[src/core/mppi_consts.svh]
// Constants for the masked pin pattern interrupt unit.
`ifndef MPPI_CONSTS_SVH
`define MPPI_CONSTS_SVH

// -----------------------------------------------------------------------
// Pattern width and reset values
// -----------------------------------------------------------------------
`define MPPI_PORT_W     8
`define MPPI_MASK_RST   8'h00
`define MPPI_CMP_RST    8'h00

`endif

[src/core/mppi_pkg.sv]
// Types shared by the masked pin pattern interrupt unit.
package mppi_pkg;

  // -----------------------------------------------------------------------
  // Arming request carried from the sequencer
  // -----------------------------------------------------------------------
  typedef struct packed {
    logic [7:0] cmp;
    logic [7:0] mask;
  } mppi_pattern_t;

  typedef enum logic [1:0] {
    MPPI_IDLE    = 2'b00,
    MPPI_ARMED   = 2'b01,
    MPPI_HANDLER = 2'b10
  } mppi_state_t;

endpackage : mppi_pkg

[src/core/mppi_match.sv]
// Masked compare of the input port against the held pattern.
`timescale 1ns/100ps
`include "mppi_consts.svh"

module mppi_match #(
  parameter int W = `MPPI_PORT_W
) (
  input  wire logic [W-1:0] i_port,
  input  wire logic [W-1:0] i_cmp,
  input  wire logic [W-1:0] i_mask,
  output logic              o_match
);

  // -----------------------------------------------------------------------
  // Operand build and compare
  // -----------------------------------------------------------------------
  // Masked inputs keep their own bit position, the rest are forced to zero.
  logic [W-1:0] operand;
  assign operand = i_port & i_mask;
  // A zero mask never matches, so the unit is disabled by it.
  assign o_match = (i_mask != '0) && (operand == (i_cmp & i_mask));

endmodule : mppi_match

[src/core/mppi_top.sv]
// Polled pattern-match interrupt unit for the program sequencer.
`timescale 1ns/100ps
`include "mppi_consts.svh"

module mppi_top #(
  parameter int W = `MPPI_PORT_W
) (
  input  wire logic                  i_clk,
  input  wire logic                  i_rst,
  input  wire logic [W-1:0]          i_port,
  input  wire logic                  i_arm,
  input  wire mppi_pkg::mppi_pattern_t i_pattern,
  input  wire logic                  i_check,
  input  wire logic                  i_in_delay,
  input  wire logic                  i_ret,
  output logic                       o_call,
  output logic                       o_abort_delay,
  output logic                       o_armed,
  output logic                       o_in_handler,
  output logic                       o_pending
);

  // -----------------------------------------------------------------------
  // State
  // -----------------------------------------------------------------------
  mppi_pkg::mppi_state_t   state_q;
  mppi_pkg::mppi_state_t   state_d;
  mppi_pkg::mppi_pattern_t pat_q;
  mppi_pkg::mppi_pattern_t pend_q;
  logic                    pend_v_q;
  logic                    match;
  logic                    poll;
  logic                    take;

  mppi_match #(
    .W (W)
  ) u_match (
    .i_port  (i_port),
    .i_cmp   (pat_q.cmp),
    .i_mask  (pat_q.mask),
    .o_match (match)
  );

  // -----------------------------------------------------------------------
  // Polling and call
  // -----------------------------------------------------------------------
  // Checks come at line and note boundaries, and on every cycle of a delay.
  assign poll = i_check | i_in_delay;
  // The call is combinational so the sequencer can branch in the same cycle.
  assign take = (state_q == mppi_pkg::MPPI_ARMED) && poll && match;
  assign o_call = take;
  // Remaining delay time is thrown away when a delay is interrupted.
  assign o_abort_delay = take && i_in_delay;
  assign o_armed = (state_q == mppi_pkg::MPPI_ARMED);
  assign o_in_handler = (state_q == mppi_pkg::MPPI_HANDLER);
  assign o_pending = pend_v_q;

  // Next state of the arming sequence.
  always_comb
  begin
    state_d = state_q;
    case (state_q)
      mppi_pkg::MPPI_IDLE:
      begin
        if (i_arm)
          state_d = mppi_pkg::MPPI_ARMED;
      end
      mppi_pkg::MPPI_ARMED:
      begin
        if (take)
          state_d = mppi_pkg::MPPI_HANDLER;
      end
      mppi_pkg::MPPI_HANDLER:
      begin
        // Return re-arms only if a request was made inside the handler.
        if (i_ret)
          state_d = (pend_v_q || i_arm) ? mppi_pkg::MPPI_ARMED
                                        : mppi_pkg::MPPI_IDLE;
      end
      default: state_d = mppi_pkg::MPPI_IDLE;
    endcase
  end

  // State register, disarmed at reset.
  always_ff @(posedge i_clk)
  begin
    if (i_rst)
      state_q <= mppi_pkg::MPPI_IDLE;
    else
      state_q <= state_d;
  end

  // Active pattern; a request in the handler waits for the return.
  always_ff @(posedge i_clk)
  begin
    if (i_rst)
    begin
      pat_q.cmp  <= `MPPI_CMP_RST;
      pat_q.mask <= `MPPI_MASK_RST;
    end
    else if (state_q == mppi_pkg::MPPI_HANDLER)
    begin
      if (i_ret && i_arm)
        pat_q <= i_pattern;
      else if (i_ret && pend_v_q)
        pat_q <= pend_q;
    end
    else if (i_arm)
      pat_q <= i_pattern;
  end

  // Pending request held while the handler runs; a later one replaces it.
  always_ff @(posedge i_clk)
  begin
    if (i_rst)
    begin
      pend_v_q <= 1'b0;
      pend_q   <= '0;
    end
    else if (state_q == mppi_pkg::MPPI_HANDLER && !i_ret && i_arm)
    begin
      pend_v_q <= 1'b1;
      pend_q   <= i_pattern;
    end
    else if (i_ret)
      pend_v_q <= 1'b0;
  end

  // -----------------------------------------------------------------------
  // Checks
  // -----------------------------------------------------------------------
  // The checks look at ports and the held and pending patterns, not at the internal
  // poll and match nets, so that a slip in those nets is caught here.
  a_call_needs_arm: assert property (
    @(posedge i_clk) disable iff (i_rst)
    o_call |-> o_armed && (i_check || i_in_delay))
    else $error("call without armed check");

  a_take_disarms: assert property (
    @(posedge i_clk) disable iff (i_rst)
    o_call |=> o_in_handler && !o_armed)
    else $error("call did not disarm");

  // Nothing but a request or a return may bring the unit back to armed.
  a_disarm_holds: assert property (
    @(posedge i_clk) disable iff (i_rst)
    !o_armed && !i_arm && !(o_in_handler && i_ret) |=> !o_armed)
    else $error("armed without request");

  a_zero_mask_quiet: assert property (
    @(posedge i_clk) disable iff (i_rst)
    (pat_q.mask == 8'h00) |-> !o_call)
    else $error("call with zero mask");

  a_masked_compare: assert property (
    @(posedge i_clk) disable iff (i_rst)
    o_call |-> ((i_port ^ pat_q.cmp) & pat_q.mask) == 8'h00)
    else $error("call on unmatched port");

  a_arm_in_handler: assert property (
    @(posedge i_clk) disable iff (i_rst)
    o_in_handler && i_arm && !i_ret |=> o_in_handler && o_pending)
    else $error("handler arming not held");

  // A request in the return cycle itself outranks the one held pending.
  a_ret_rearms: assert property (
    @(posedge i_clk) disable iff (i_rst)
    o_in_handler && i_ret && o_pending && !i_arm |=>
      o_armed && pat_q == $past(pend_q))
    else $error("return did not apply pending");

  a_ret_same_arm: assert property (
    @(posedge i_clk) disable iff (i_rst)
    o_in_handler && i_ret && i_arm |=>
      o_armed && pat_q == $past(i_pattern))
    else $error("return did not apply request");

  a_pend_clears: assert property (
    @(posedge i_clk) disable iff (i_rst)
    i_ret |=> !o_pending)
    else $error("pending kept after return");

  a_ret_no_arm: assert property (
    @(posedge i_clk) disable iff (i_rst)
    o_in_handler && i_ret && !o_pending && !i_arm |=> !o_armed)
    else $error("rearmed without request");

  // A request in the very cycle of a call loses to the call.
  a_arm_loads: assert property (
    @(posedge i_clk) disable iff (i_rst)
    i_arm && !o_in_handler && !o_call |=>
      o_armed && pat_q == $past(i_pattern))
    else $error("arming did not load pattern");

  a_abort_delay: assert property (
    @(posedge i_clk) disable iff (i_rst)
    o_call && i_in_delay |-> o_abort_delay)
    else $error("delay not aborted");

  a_abort_only_call: assert property (
    @(posedge i_clk) disable iff (i_rst)
    o_abort_delay |-> o_call && i_in_delay)
    else $error("delay aborted without call");

  a_reset_idle: assert property (
    @(posedge i_clk)
    i_rst |=> !o_armed && !o_in_handler && !o_pending &&
      pat_q.mask == 8'h00)
    else $error("reset state wrong");

  // -----------------------------------------------------------------------
  // Coverage of the main scenarios
  // -----------------------------------------------------------------------
  c_call_line: cover property (@(posedge i_clk) disable iff (i_rst)
    o_call && i_check);
  c_call_delay: cover property (@(posedge i_clk) disable iff (i_rst)
    o_call && i_in_delay);
  c_second_call: cover property (@(posedge i_clk) disable iff (i_rst)
    o_in_handler && i_ret && o_pending ##[1:4] o_call);
  c_arm_pending: cover property (@(posedge i_clk) disable iff (i_rst)
    o_in_handler && i_arm && !i_ret);
  c_zero_mask_poll: cover property (@(posedge i_clk) disable iff (i_rst)
    o_armed && pat_q.mask == 8'h00 && (i_check || i_in_delay));

endmodule : mppi_top

[config.mk]
export PLATFORM = sky130hd
export DESIGN_NAME = mppi_top
export DESIGN_NICKNAME = d
export VERILOG_FILES = /design/src/core/mppi_pkg.sv /design/src/core/mppi_match.sv /design/src/core/mppi_top.sv
export VERILOG_INCLUDE_DIRS = /design/src /design/src/core
export SDC_FILE = /design/constraint.sdc
export NUM_CORES = 1
export LEC_CHECK = 0
export ABC_AREA = 1
export BUFFER_PORTS_ARGS = -buffer_cell sky130_fd_sc_hd__buf_2
export CAP_MARGIN = 5
export CELL_PAD_IN_SITES_DETAIL_PLACEMENT = 1
export CELL_PAD_IN_SITES_GLOBAL_PLACEMENT = 2
export CORE_MARGIN = 2
export CORE_UTILIZATION = 31
export CTS_CLUSTER_DIAMETER = 200
export DETAILED_ROUTE_END_ITERATION = 7
export PLACE_DENSITY_LB_ADDON = 0.2
export SETUP_SLACK_MARGIN = 0.1
export SKIP_CTS_REPAIR_TIMING = 1
export SLEW_MARGIN = 25
export SYNTH_ARGS = -nofsm -noshare
export SYNTH_HDL_FRONTEND = slang
export SYNTH_HIERARCHICAL = 1
export SYNTH_SLANG_ARGS = --single-unit
[constraint.sdc]
create_clock -name i_clk -period 3.35 [get_ports i_clk]
set_clock_uncertainty 0.05 [all_clocks]
set_input_delay 0.67 -clock i_clk [delete_from_list [all_inputs] [get_ports i_clk]]
set_output_delay 0.67 -clock i_clk [all_outputs]
set_load 0.05 [all_outputs]
==> results of run 1 <==
[worst max-delay path, delay by kind of cell]
kind / cells / cell delay (ps)
AO/OA/AOI/OAI: 1 / 140
buffers and inverters: 2 / 360
AND/OR/NAND/NOR: 6 / 700
[sequential cells by signal (all words and copies together), names as in the netlist]
register   flops
pat_q         16
pend_q        16
state_q        2
o_pending      1
[cell families after synthesis]
logic type / count (synthesis) / share of synthesized area [%]
buf+inv: 29 / 7.330
compound gates: 36 / 10.82
simple gates: 172 / 41.99
flops: 35 / 39.86
[final cells by class]
type	instances	share of cell area, %
repair buffers	37	9.390
clock buffers	6	3.537
flip-flops and latches	35	34.15
inverters	18	3.293
well taps	72	4.390
multi-input cells	208	45.24
[where the power goes]
| group | switching [mW] | internal, mW |
|---|---|---|
| logic | 0.107 | 0.0551 |
| clock network | 0.138 | 0.138 |
| registers | 0.0155 | 0.433 |
| total | 0.260 | 0.627 |
[layout by cell type (no fill, tap or decap), types with 2 or more instances in the layout]
cell type	n
a21oi_1	32
or2_1	3
buf_2	34
a21oi_2	2
nand2_1	123
dfxtp_1	35
nand3_1	24
buf_4	3
inv_2	3
clkbuf_8	5
inv_1	15
nor2_1	15
nand3_2	3
nor2_4	3
[how the worst max path moves through the flow]
stage	to	depth (start not counted)	slack (ps)
5_1_grt	o_abort_delay	12	620
3_3_place_gp	o_abort_delay	9	770
6_report	o_abort_delay	9	770
4_1_cts	o_abort_delay	9	730
2_1_floorplan	o_abort_delay	7	660
3_5_place_dp	o_abort_delay	9	740
[metal layers]
metal  part of all wire [%]  GRT usage (%)  vias up
met1                     51          22.04      778
met5                      0              0        -
met2                     45          26.02       24
met3                    3.1          2.841        5
li1                       -              -      920
met4                   0.82          4.138        0
[metrics by stage]
stage	worst slack [ps]	power (mW)
2_1_floorplan	655.6	0.5714
3_3_place_gp	767.8	0.6226
3_5_place_dp	736.8	0.6241
4_1_cts	731.7	0.9077
5_1_grt	622.0	0.9424
6_report	765.4	0.8867
==> summary.md, run 1 <==
| Metric | Value |
|---|---|
| Critical path type | input pin to output port |
| Power per standard cell area | 432.1 nW/um^2 |
| R2R Setup Slk | 1780 ps |
| Vias | 1727 |
| Area contributors post-synth | dfxtp_1, nand2_1, a21oi_1 |
| Antenna violations before repair | 0 |
| Final slew viol count | 0 |
| CTS tree | done |
| Hold depth | 2 |
| Clock Latency Late Sink | 280 ps |
| CTS max path bufs | 2 |
| Gr ovfl total | 0 |
| Fraction of registers with async set/reset | 0% |
| Area of the multi-input gates | 928.4 sq um |
| Horiz. Die Dim | 79.31 um |
| Crit path capture type | output port |
| CP max-delay cell | buf_2 |
| Arrival time at the worst endpoint | 1860 ps |
| Post-route cell area | around 2100 sq um |
| Hold WC Path Type | register to register |
| Total GRT Usage | between 15 and 20% |
| Register area share after synthesis | 39.86% |
| Pre-antenna DRT Iters | 4 |
| Detail Route Antenna Nets | 0 |
| Clock Tree Root | clkbuf_8 |
| Crit path cell chain | buf_2, or2_1, nand3_2, nand3_1, nor2_1, o21a_1, nand2_1, nor2_1, buf_2 |
| Layout cells sized above 1 | between 10% and 20% |
| Num CTS Buffers | 5 |
| Final non-filler cell total | 376 |
| Pleak | 0.8996 nW |
| Inst Count DP | 370 |
| RR Startpoint | state_q[0] |
| Die H | 79.31 um |
| Smallest hold slack | approximately 420 ps |
| RSZ-0062 raised after global routing | no |
| Number of flops mapped to enable cells by yosys | 0 |
| IO Count | 35 |
| H-tree depth | 2 |
| Depth of the worst register-to-register path | 6 |
| Top post-synthesis cells by count | nand2_1, dfxtp_1, a21oi_1 |
| Setup crit start | i_port[4] |
| Period minus WS final | 2585 ps |
| GP Congestion | 0.6965 |
| Mapped cell area | approximately 1800 sq um |
| Endpoints failing setup | 0 |
| CP max FO | 3 |
| Register area | 700.7 sq um |
| Worst-Margin Slew | 669.4 ps |
| Hold Fails Final Rpt | 0 |
| Die area | 6289 sq um |
| Core area | 5507 sq um |
| Hold path start | pend_q[8] |
| Clock-pin slew on the worst setup and hold paths | approximately 60 ps |
| Clock sink count | 35 |
| Peak VDD IR | 185.7 uV |
| First-iteration detailed-routing DRC count | 49 |
| Count leader, synth | nand2_1 |
| CP max stage delay | around 260 ps |
| Diodes inserted | 0 |
| Area growth syn-to-layout | 16.73% |
| Vias in the first global route | 1725 |
| Synth unique cells | 18 |
| Final nets | 335 |
| DRC | 0 |
| Wire per inst | 12.32 um |
| Initial core utilization | 31.92% |
| # Max-Cap Violations | 0 |
| Top-area cell type share of the netlist area | 39.86% |
| IO Port Bufs | 34 |
| Synth Register Bits | 35 |
| Req. time, crit path | 2630 ps |
| Max Clk Rate | 0.3869 GHz |
| First-pass GRT wire length | 7955 um |
| Final period utilization | 77.15% |
| Status | finished, final reports clean |
| RR Endpoint | pend_q[3] |
| Vias per cell | 4.593 |
| Most used DFF post-synth | dfxtp_1 |
| Syn Inst Count | 272 |
| # rows | 27 |
| Avg Cell Area, Syn | 6.463 sq um |
| Placed Area | 1979 sq um |
| Hpwl dp | 3346 um |
| Largest net degree at the start of global routing | 36 |
| Routed WL | 4631 um |
| Hold EP | pend_q[8] |
| Setup TNS after final layout | 0 ps |
| Leading area contributor after synthesis | dfxtp_1 |
| Critical Path Start Type | input pin |
| Core Util, Final | 37.26% |
| Fillers | 742 |
| Synthesized Nets | 302 |
| Relative slew slack | 55.38% |
| Synth warn | 6 |
Power figures use the tool's default switching activity.
==> inputs of run 2 (changes only) <==
--- a/config.mk
+++ b/config.mk
@@ -12,7 +12,7 @@
 export CELL_PAD_IN_SITES_DETAIL_PLACEMENT = 1
 export CELL_PAD_IN_SITES_GLOBAL_PLACEMENT = 2
 export CORE_MARGIN = 2
-export CORE_UTILIZATION = 31
+export CORE_UTILIZATION = 29
 export CTS_CLUSTER_DIAMETER = 200
 export DETAILED_ROUTE_END_ITERATION = 7
 export PLACE_DENSITY_LB_ADDON = 0.2
==> constraint.sdc (replaced) <==
create_clock -name i_clk -period 2.65 [get_ports i_clk]
set_clock_uncertainty 0.05 [all_clocks]
set_input_delay 0.53 -clock i_clk [delete_from_list [all_inputs] [get_ports i_clk]]
set_output_delay 0.53 -clock i_clk [all_outputs]
set_load 0.05 [all_outputs]
==> run 2 against run 1 <==
Compared with the run above:
- die area rose by 6.5%
- power rose by 43%
- non-clock buffer count unchanged
- clock-buffer cell count stayed put
- sequential share of layout area shrank 0.79 points
- critical endpoint unchanged
- largest power group unchanged
- highest routed layer unchanged
==> summary.md, run 2 (synthesized netlist as in run 1, its figures left out) <==
| Metric | Value |
|---|---|
| Status | finished, final reports clean |
| Req. time, crit path | 2070 ps |
| Gr ovfl total | 0 |
| Worst-Margin Slew | roughly 700 ps |
| CTS tree | done |
| Largest regs | pat_q x16, pend_q x16, state_q x2 |
| Antenna violations before repair | 0 |
| CP max FO | 3 |
| Period minus WS final | roughly 2300 ps |
| Commonest non-fill, non-tap cell in the layout | nand2_1 |
| Clock-pin slew on the worst setup and hold paths | 70 ps |
| Die area | 6700 sq um |
| Most frequent cells in the layout | nand2_1, dfxtp_1, buf_2 |
| Placed Area | between 1500 and 2000 sq um |
| RR Startpoint | state_q[1] |
| Diodes inserted | 0 |
| Final slew viol count | 0 |
| Relative slew slack | 53.21% |
| Crit path capture type | output port |
| CTS max path bufs | 2 |
| Power per standard cell area | 605.1 nW/um^2 |
| Hpwl dp | 3412 um |
| Wire per inst | 12.40 um |
| RSZ-0062 raised after global routing | no |
| Hold path start | pend_q[4] |
| GP Congestion | 0.6782 |
| Area growth syn-to-layout | 19.50% |
| DRC | 0 |
| Die H | 81.86 um |
| Endpoints failing setup | 0 |
| Post-route cell area | 2101 sq um |
| Critical Path Start Type | input pin |
| Arrival time at the worst endpoint | 1740 ps |
| Vias | around 1700 |
| Num CTS Buffers | 5 |
| IO Count | 35 |
| Pleak | 0.9249 nW |
| Vias in the first global route | around 1700 |
| Routed WL | 4725 um |
| Setup crit start | i_port[4] |
| Vias per cell | 4.546 |
| Final period utilization | 87.71% |
| First-iteration detailed-routing DRC count | 79 |
| Clock Tree Root | clkbuf_8 |
| Final nets | 335 |
| Peak VDD IR | 261.1 uV |
| Initial core utilization | 29.87% |
| Layout cells sized above 1 | between 10% and 20% |
| Max Clk Rate | 0.4302 GHz |
| Detail Route Antenna Nets | 0 |
| Hold WC Path Type | register to register |
| Total GRT Usage | about 16% |
| Clock Latency Late Sink | 290 ps |
| H-tree depth | 2 |
| Pre-antenna DRT Iters | 4 |
| Clock sink count | 35 |
| First-pass GRT wire length | ~8000 um |
| Critical path type | input pin to output port |
| # Max-Cap Violations | 0 |
| Setup TNS after final layout | 0 ps |
| Hold Fails Final Rpt | 0 |
| # rows | 28 |
| Core area | 5886 sq um |
| Horiz. Die Dim | 81.86 um |
| Largest net degree at the start of global routing | 36 |
| IO Port Bufs | 34 |
-- run 2: where the power goes --
group / switching [mW] / leakage [nW] / internal [mW]
clock network: 0.193 / 0.0612 / 0.304
registers: 0.0196 / 0.284 / 0.547
logic: 0.138 / 0.580 / 0.0692
total: 0.351 / 0.925 / 0.921
-- run 2: final timing paths --
check	to	cells after the start	slack, ps
worst max-delay path	o_abort_delay	9	330
worst min-delay path	pend_q[4]	2	410
worst max register to register	pat_q[14]	5	1050
worst min register to register	pend_q[4]	2	410
-- run 2: worst max-delay path: stages --
cell and delay [ps]:
buf_2 100, or2_1 240, nand3_2 60, nand3_1 80, nor2_1 150, o21a_1 160, nand2_1 80, nor2_1 80
buf_2 260
-- run 2: routing by layer --
metal  vias to the layer above  share of wire [%]  global-route usage, %
met1                       778                 53                  21.84
met5                         -                  0                      0
met2                        25                 43                  24.07
met4                         0                1.5                  5.500
li1                        923                  -                      -
met3                         6                3.2                  3.956
-- run 2: final cells by class --
class	count	area (sq um)
Clock buffer	6	82.58
Sequential cell	35	700.7
Clock inverter	2	35.03
Inverter	18	67.56
Multi-Input combinational cell	208	928.4
Fill cell	780	3785
Timing Repair Buffer	37	192.7
Tap cell	75	93.84
-- run 2: stage by stage --
step,power (mW),cells,hold slack [ps],utilization (%),setup slack [ps]
2_1_floorplan,0.7223,272,390.5,-,235.6
3_3_place_gp,0.7867,373,400.4,33.69,304.4
3_5_place_dp,0.7898,373,403.0,33.69,288.6
4_1_cts,1.290,381,414.7,35.69,287.8
5_1_grt,1.340,381,435.0,35.69,134.4
6_report,1.271,381,414.2,35.69,325.6
==> inputs of run 3 (changes only) <==
--- a/config.mk
+++ b/config.mk
@@ -6,13 +6,12 @@
 export SDC_FILE = /design/constraint.sdc
 export NUM_CORES = 1
 export LEC_CHECK = 0
-export ABC_AREA = 1
 export BUFFER_PORTS_ARGS = -buffer_cell sky130_fd_sc_hd__buf_2
 export CAP_MARGIN = 5
 export CELL_PAD_IN_SITES_DETAIL_PLACEMENT = 1
 export CELL_PAD_IN_SITES_GLOBAL_PLACEMENT = 2
 export CORE_MARGIN = 2
-export CORE_UTILIZATION = 29
+export CORE_UTILIZATION = 31
 export CTS_CLUSTER_DIAMETER = 200
 export DETAILED_ROUTE_END_ITERATION = 7
 export PLACE_DENSITY_LB_ADDON = 0.2
==> run 3 against run 2 <==
Compared with the run above:
- via count up 1.3%
- cell count is 11% lower
- non-clock buffer count rose by 4
- clock-buffer cell count did not move
- synthesized area rose by 4.8%
- maximum frequency down 4.8%
- routed wire length up 19%
- global-route usage is 2.8 points higher
- power is 7.9% lower
- critical path depth down 2
- largest cell class unchanged
==> summary.md, run 3 <==
| Metric | Value |
|---|---|
| Req. time, crit path | 2070 ps |
| Power per standard cell area | 540.1 nW/um^2 |
| Vias | 1754 |
| Clock Tree Root | clkbuf_8 |
| GP Congestion | between 0.7 and 0.8 |
| Critical Path Start Type | input pin |
| Depth of the worst register-to-register path | 3 |
| CP max FO | 2 |
| Most frequent cells in the layout | nand2_1, dfxtp_1, buf_2 |
| Synthesized Nets | around 260 |
| Horiz. Die Dim | 81.11 um |
| CTS max path bufs | 2 |
| Leading area contributor after synthesis | dfxtp_1 |
| Top-area cell type share of the netlist area | 38.02% |
| First-iteration detailed-routing DRC count | 102 |
| Num CTS Buffers | 5 |
| Synth warn | 6 |
| Peak VDD IR | around 210 uV |
| Arrival time at the worst endpoint | between 1500 and 2000 ps |
| Hold path start | pend_q[7] |
| Clock Latency Late Sink | 290 ps |
| Largest net degree at the start of global routing | 36 |
| Status | finished, final reports clean |
| Relative slew slack | 46.64% |
| Die area | 6578 sq um |
| Pleak | between 0.8 and 0.9 nW |
| # rows | 28 |
| Area contributors post-synth | dfxtp_1, a221o_1, nand2_1 |
| RR Endpoint | pat_q[1] |
| Synth unique cells | 34 |
| Gr ovfl total | 0 |
| Number of flops mapped to enable cells by yosys | 0 |
| Die H | around 81 um |
| Avg Cell Area, Syn | about 8 sq um |
| Clock sink count | 35 |
| Detail Route Antenna Nets | 0 |
| Vias per cell | 5.174 |
| Hold Fails Final Rpt | 0 |
| # Max-Cap Violations | 0 |
| Antenna violations before repair | 0 |
| Diodes inserted | 0 |
| Most used DFF post-synth | dfxtp_1 |
| Critical path type | input pin to output port |
| Pre-antenna DRT Iters | 4 |
| Fraction of registers with async set/reset | 0% |
| Vias in the first global route | about 1700 |
| Hpwl dp | approximately 3800 um |
| Register area share after synthesis | 38.02% |
| IO Count | 35 |
| Hold depth | 2 |
| Worst-Margin Slew | 800.3 ps |
| DRC | 0 |
| Crit path capture type | output port |
| Wire per inst | 16.62 um |
| Final nets | 294 |
| IO Port Bufs | 34 |
| Final period utilization | roughly 90% |
| CTS tree | done |
| Hold EP | pend_q[7] |
| Area growth syn-to-layout | 17.58% |
| Final non-filler cell total | 339 |
| Clock-pin slew on the worst setup and hold paths | 70 ps |
| RSZ-0062 raised after global routing | no |
| First-pass GRT wire length | 9252 um |
| Core area | just under 6000 sq um |
| Pwr Total | 1.171 mW |
| Pre-CTS setup slack | 3.469 ps |
| Inst Count DP | 331 |
| Routed WL | ~5600 um |
| H-tree depth | 2 |
| Syn Inst Count | 234 |
| Period minus WS final | 2442 ps |
| Total GRT Usage | between 10% and 20% |
| Final slew viol count | 0 |
| Count leader, synth | dfxtp_1 |
| Synth Register Bits | 35 |
| Top post-synthesis cells by count | dfxtp_1, nand2_1, a21oi_1 |
| R2R Setup Slk | ~730 ps |
| Layout cells sized above 1 | 21.97% |
| Endpoints failing setup | 0 |
| Setup crit start | i_port[5] |
| Hold WC Path Type | register to register |
| RR Startpoint | state_q[1] |
| Max Clk Rate | 0.4095 GHz |
| Mapped cell area | 1843 sq um |
| Setup ws final | 208.2 ps |
| Largest regs | pat_q x16, pend_q x16, state_q x2 |
| Initial core utilization | a little under a third |
run 3: worst max-delay path, cell delays in order:
cell	delay, ps
buf_2	100
xor2_1	150
a222oi_1	300
and4_1	270
o21ai_2	90
nor3b_4	220
buf_6	190
run 3: area by class of cell:
class                      instances  area [sq um]
timing repair buffer              41         229.0
fill                             752          3649
clock inverter                     1         5.005
tap                               75         93.84
inverter                          19         72.57
sequential                        35         701.9
clock buffer                       6         82.58
multi-input combinational        162         982.2
run 3: routing by layer:
metal / routed length (um) / global-route usage (%)
met1: 2764 / 25.27
met2: 2648 / 30.83
met3: 170 / 3.778
met4: 51 / 4.068
met5: 0 / 0
run 3: metrics by stage:
| step | util, % | TNS (ps) | hold slack, ps | instance area [sq um] |
|---|---|---|---|---|
| floorplan | - | 0 | 386.6 | 1854 |
| global placement | 35.43 | 0 | 394.6 | 2061 |
| detailed placement | 35.43 | 0 | 398.7 | 2061 |
| CTS | 36.94 | -20.91 | 409.5 | 2148 |
| global route | 37.26 | 0 | 422.7 | 2167 |
| finish | 37.26 | 0 | 405.9 | 2167 |
run 3: kinds of logic after synthesis:
group / Yosys count / share of synthesized area (%)
buffers and inverters: 37 / 9.843
AO/OA/AOI/OAI: 75 / 27.16
AND/OR/NAND/NOR: 79 / 21.18
flip-flops: 35 / 38.02
XOR/XNOR: 8 / 3.802
run 3: worst max path at each step:
stage,to,slack [ps],cells after the start
after CTS,o_call,-20,6
after floorplan,o_call,210,5
final,o_call,210,7
after global routing,o_call,120,6
after detailed placement,o_call,3,7
after global placement,o_call,5,7
run 3: power by group:
group,internal [mW],switching [mW],leakage (nW)
clock network,0.204,0.189,0.0470
registers,0.550,0.0309,0.287
logic,0.0840,0.113,0.534
total,0.838,0.333,0.867
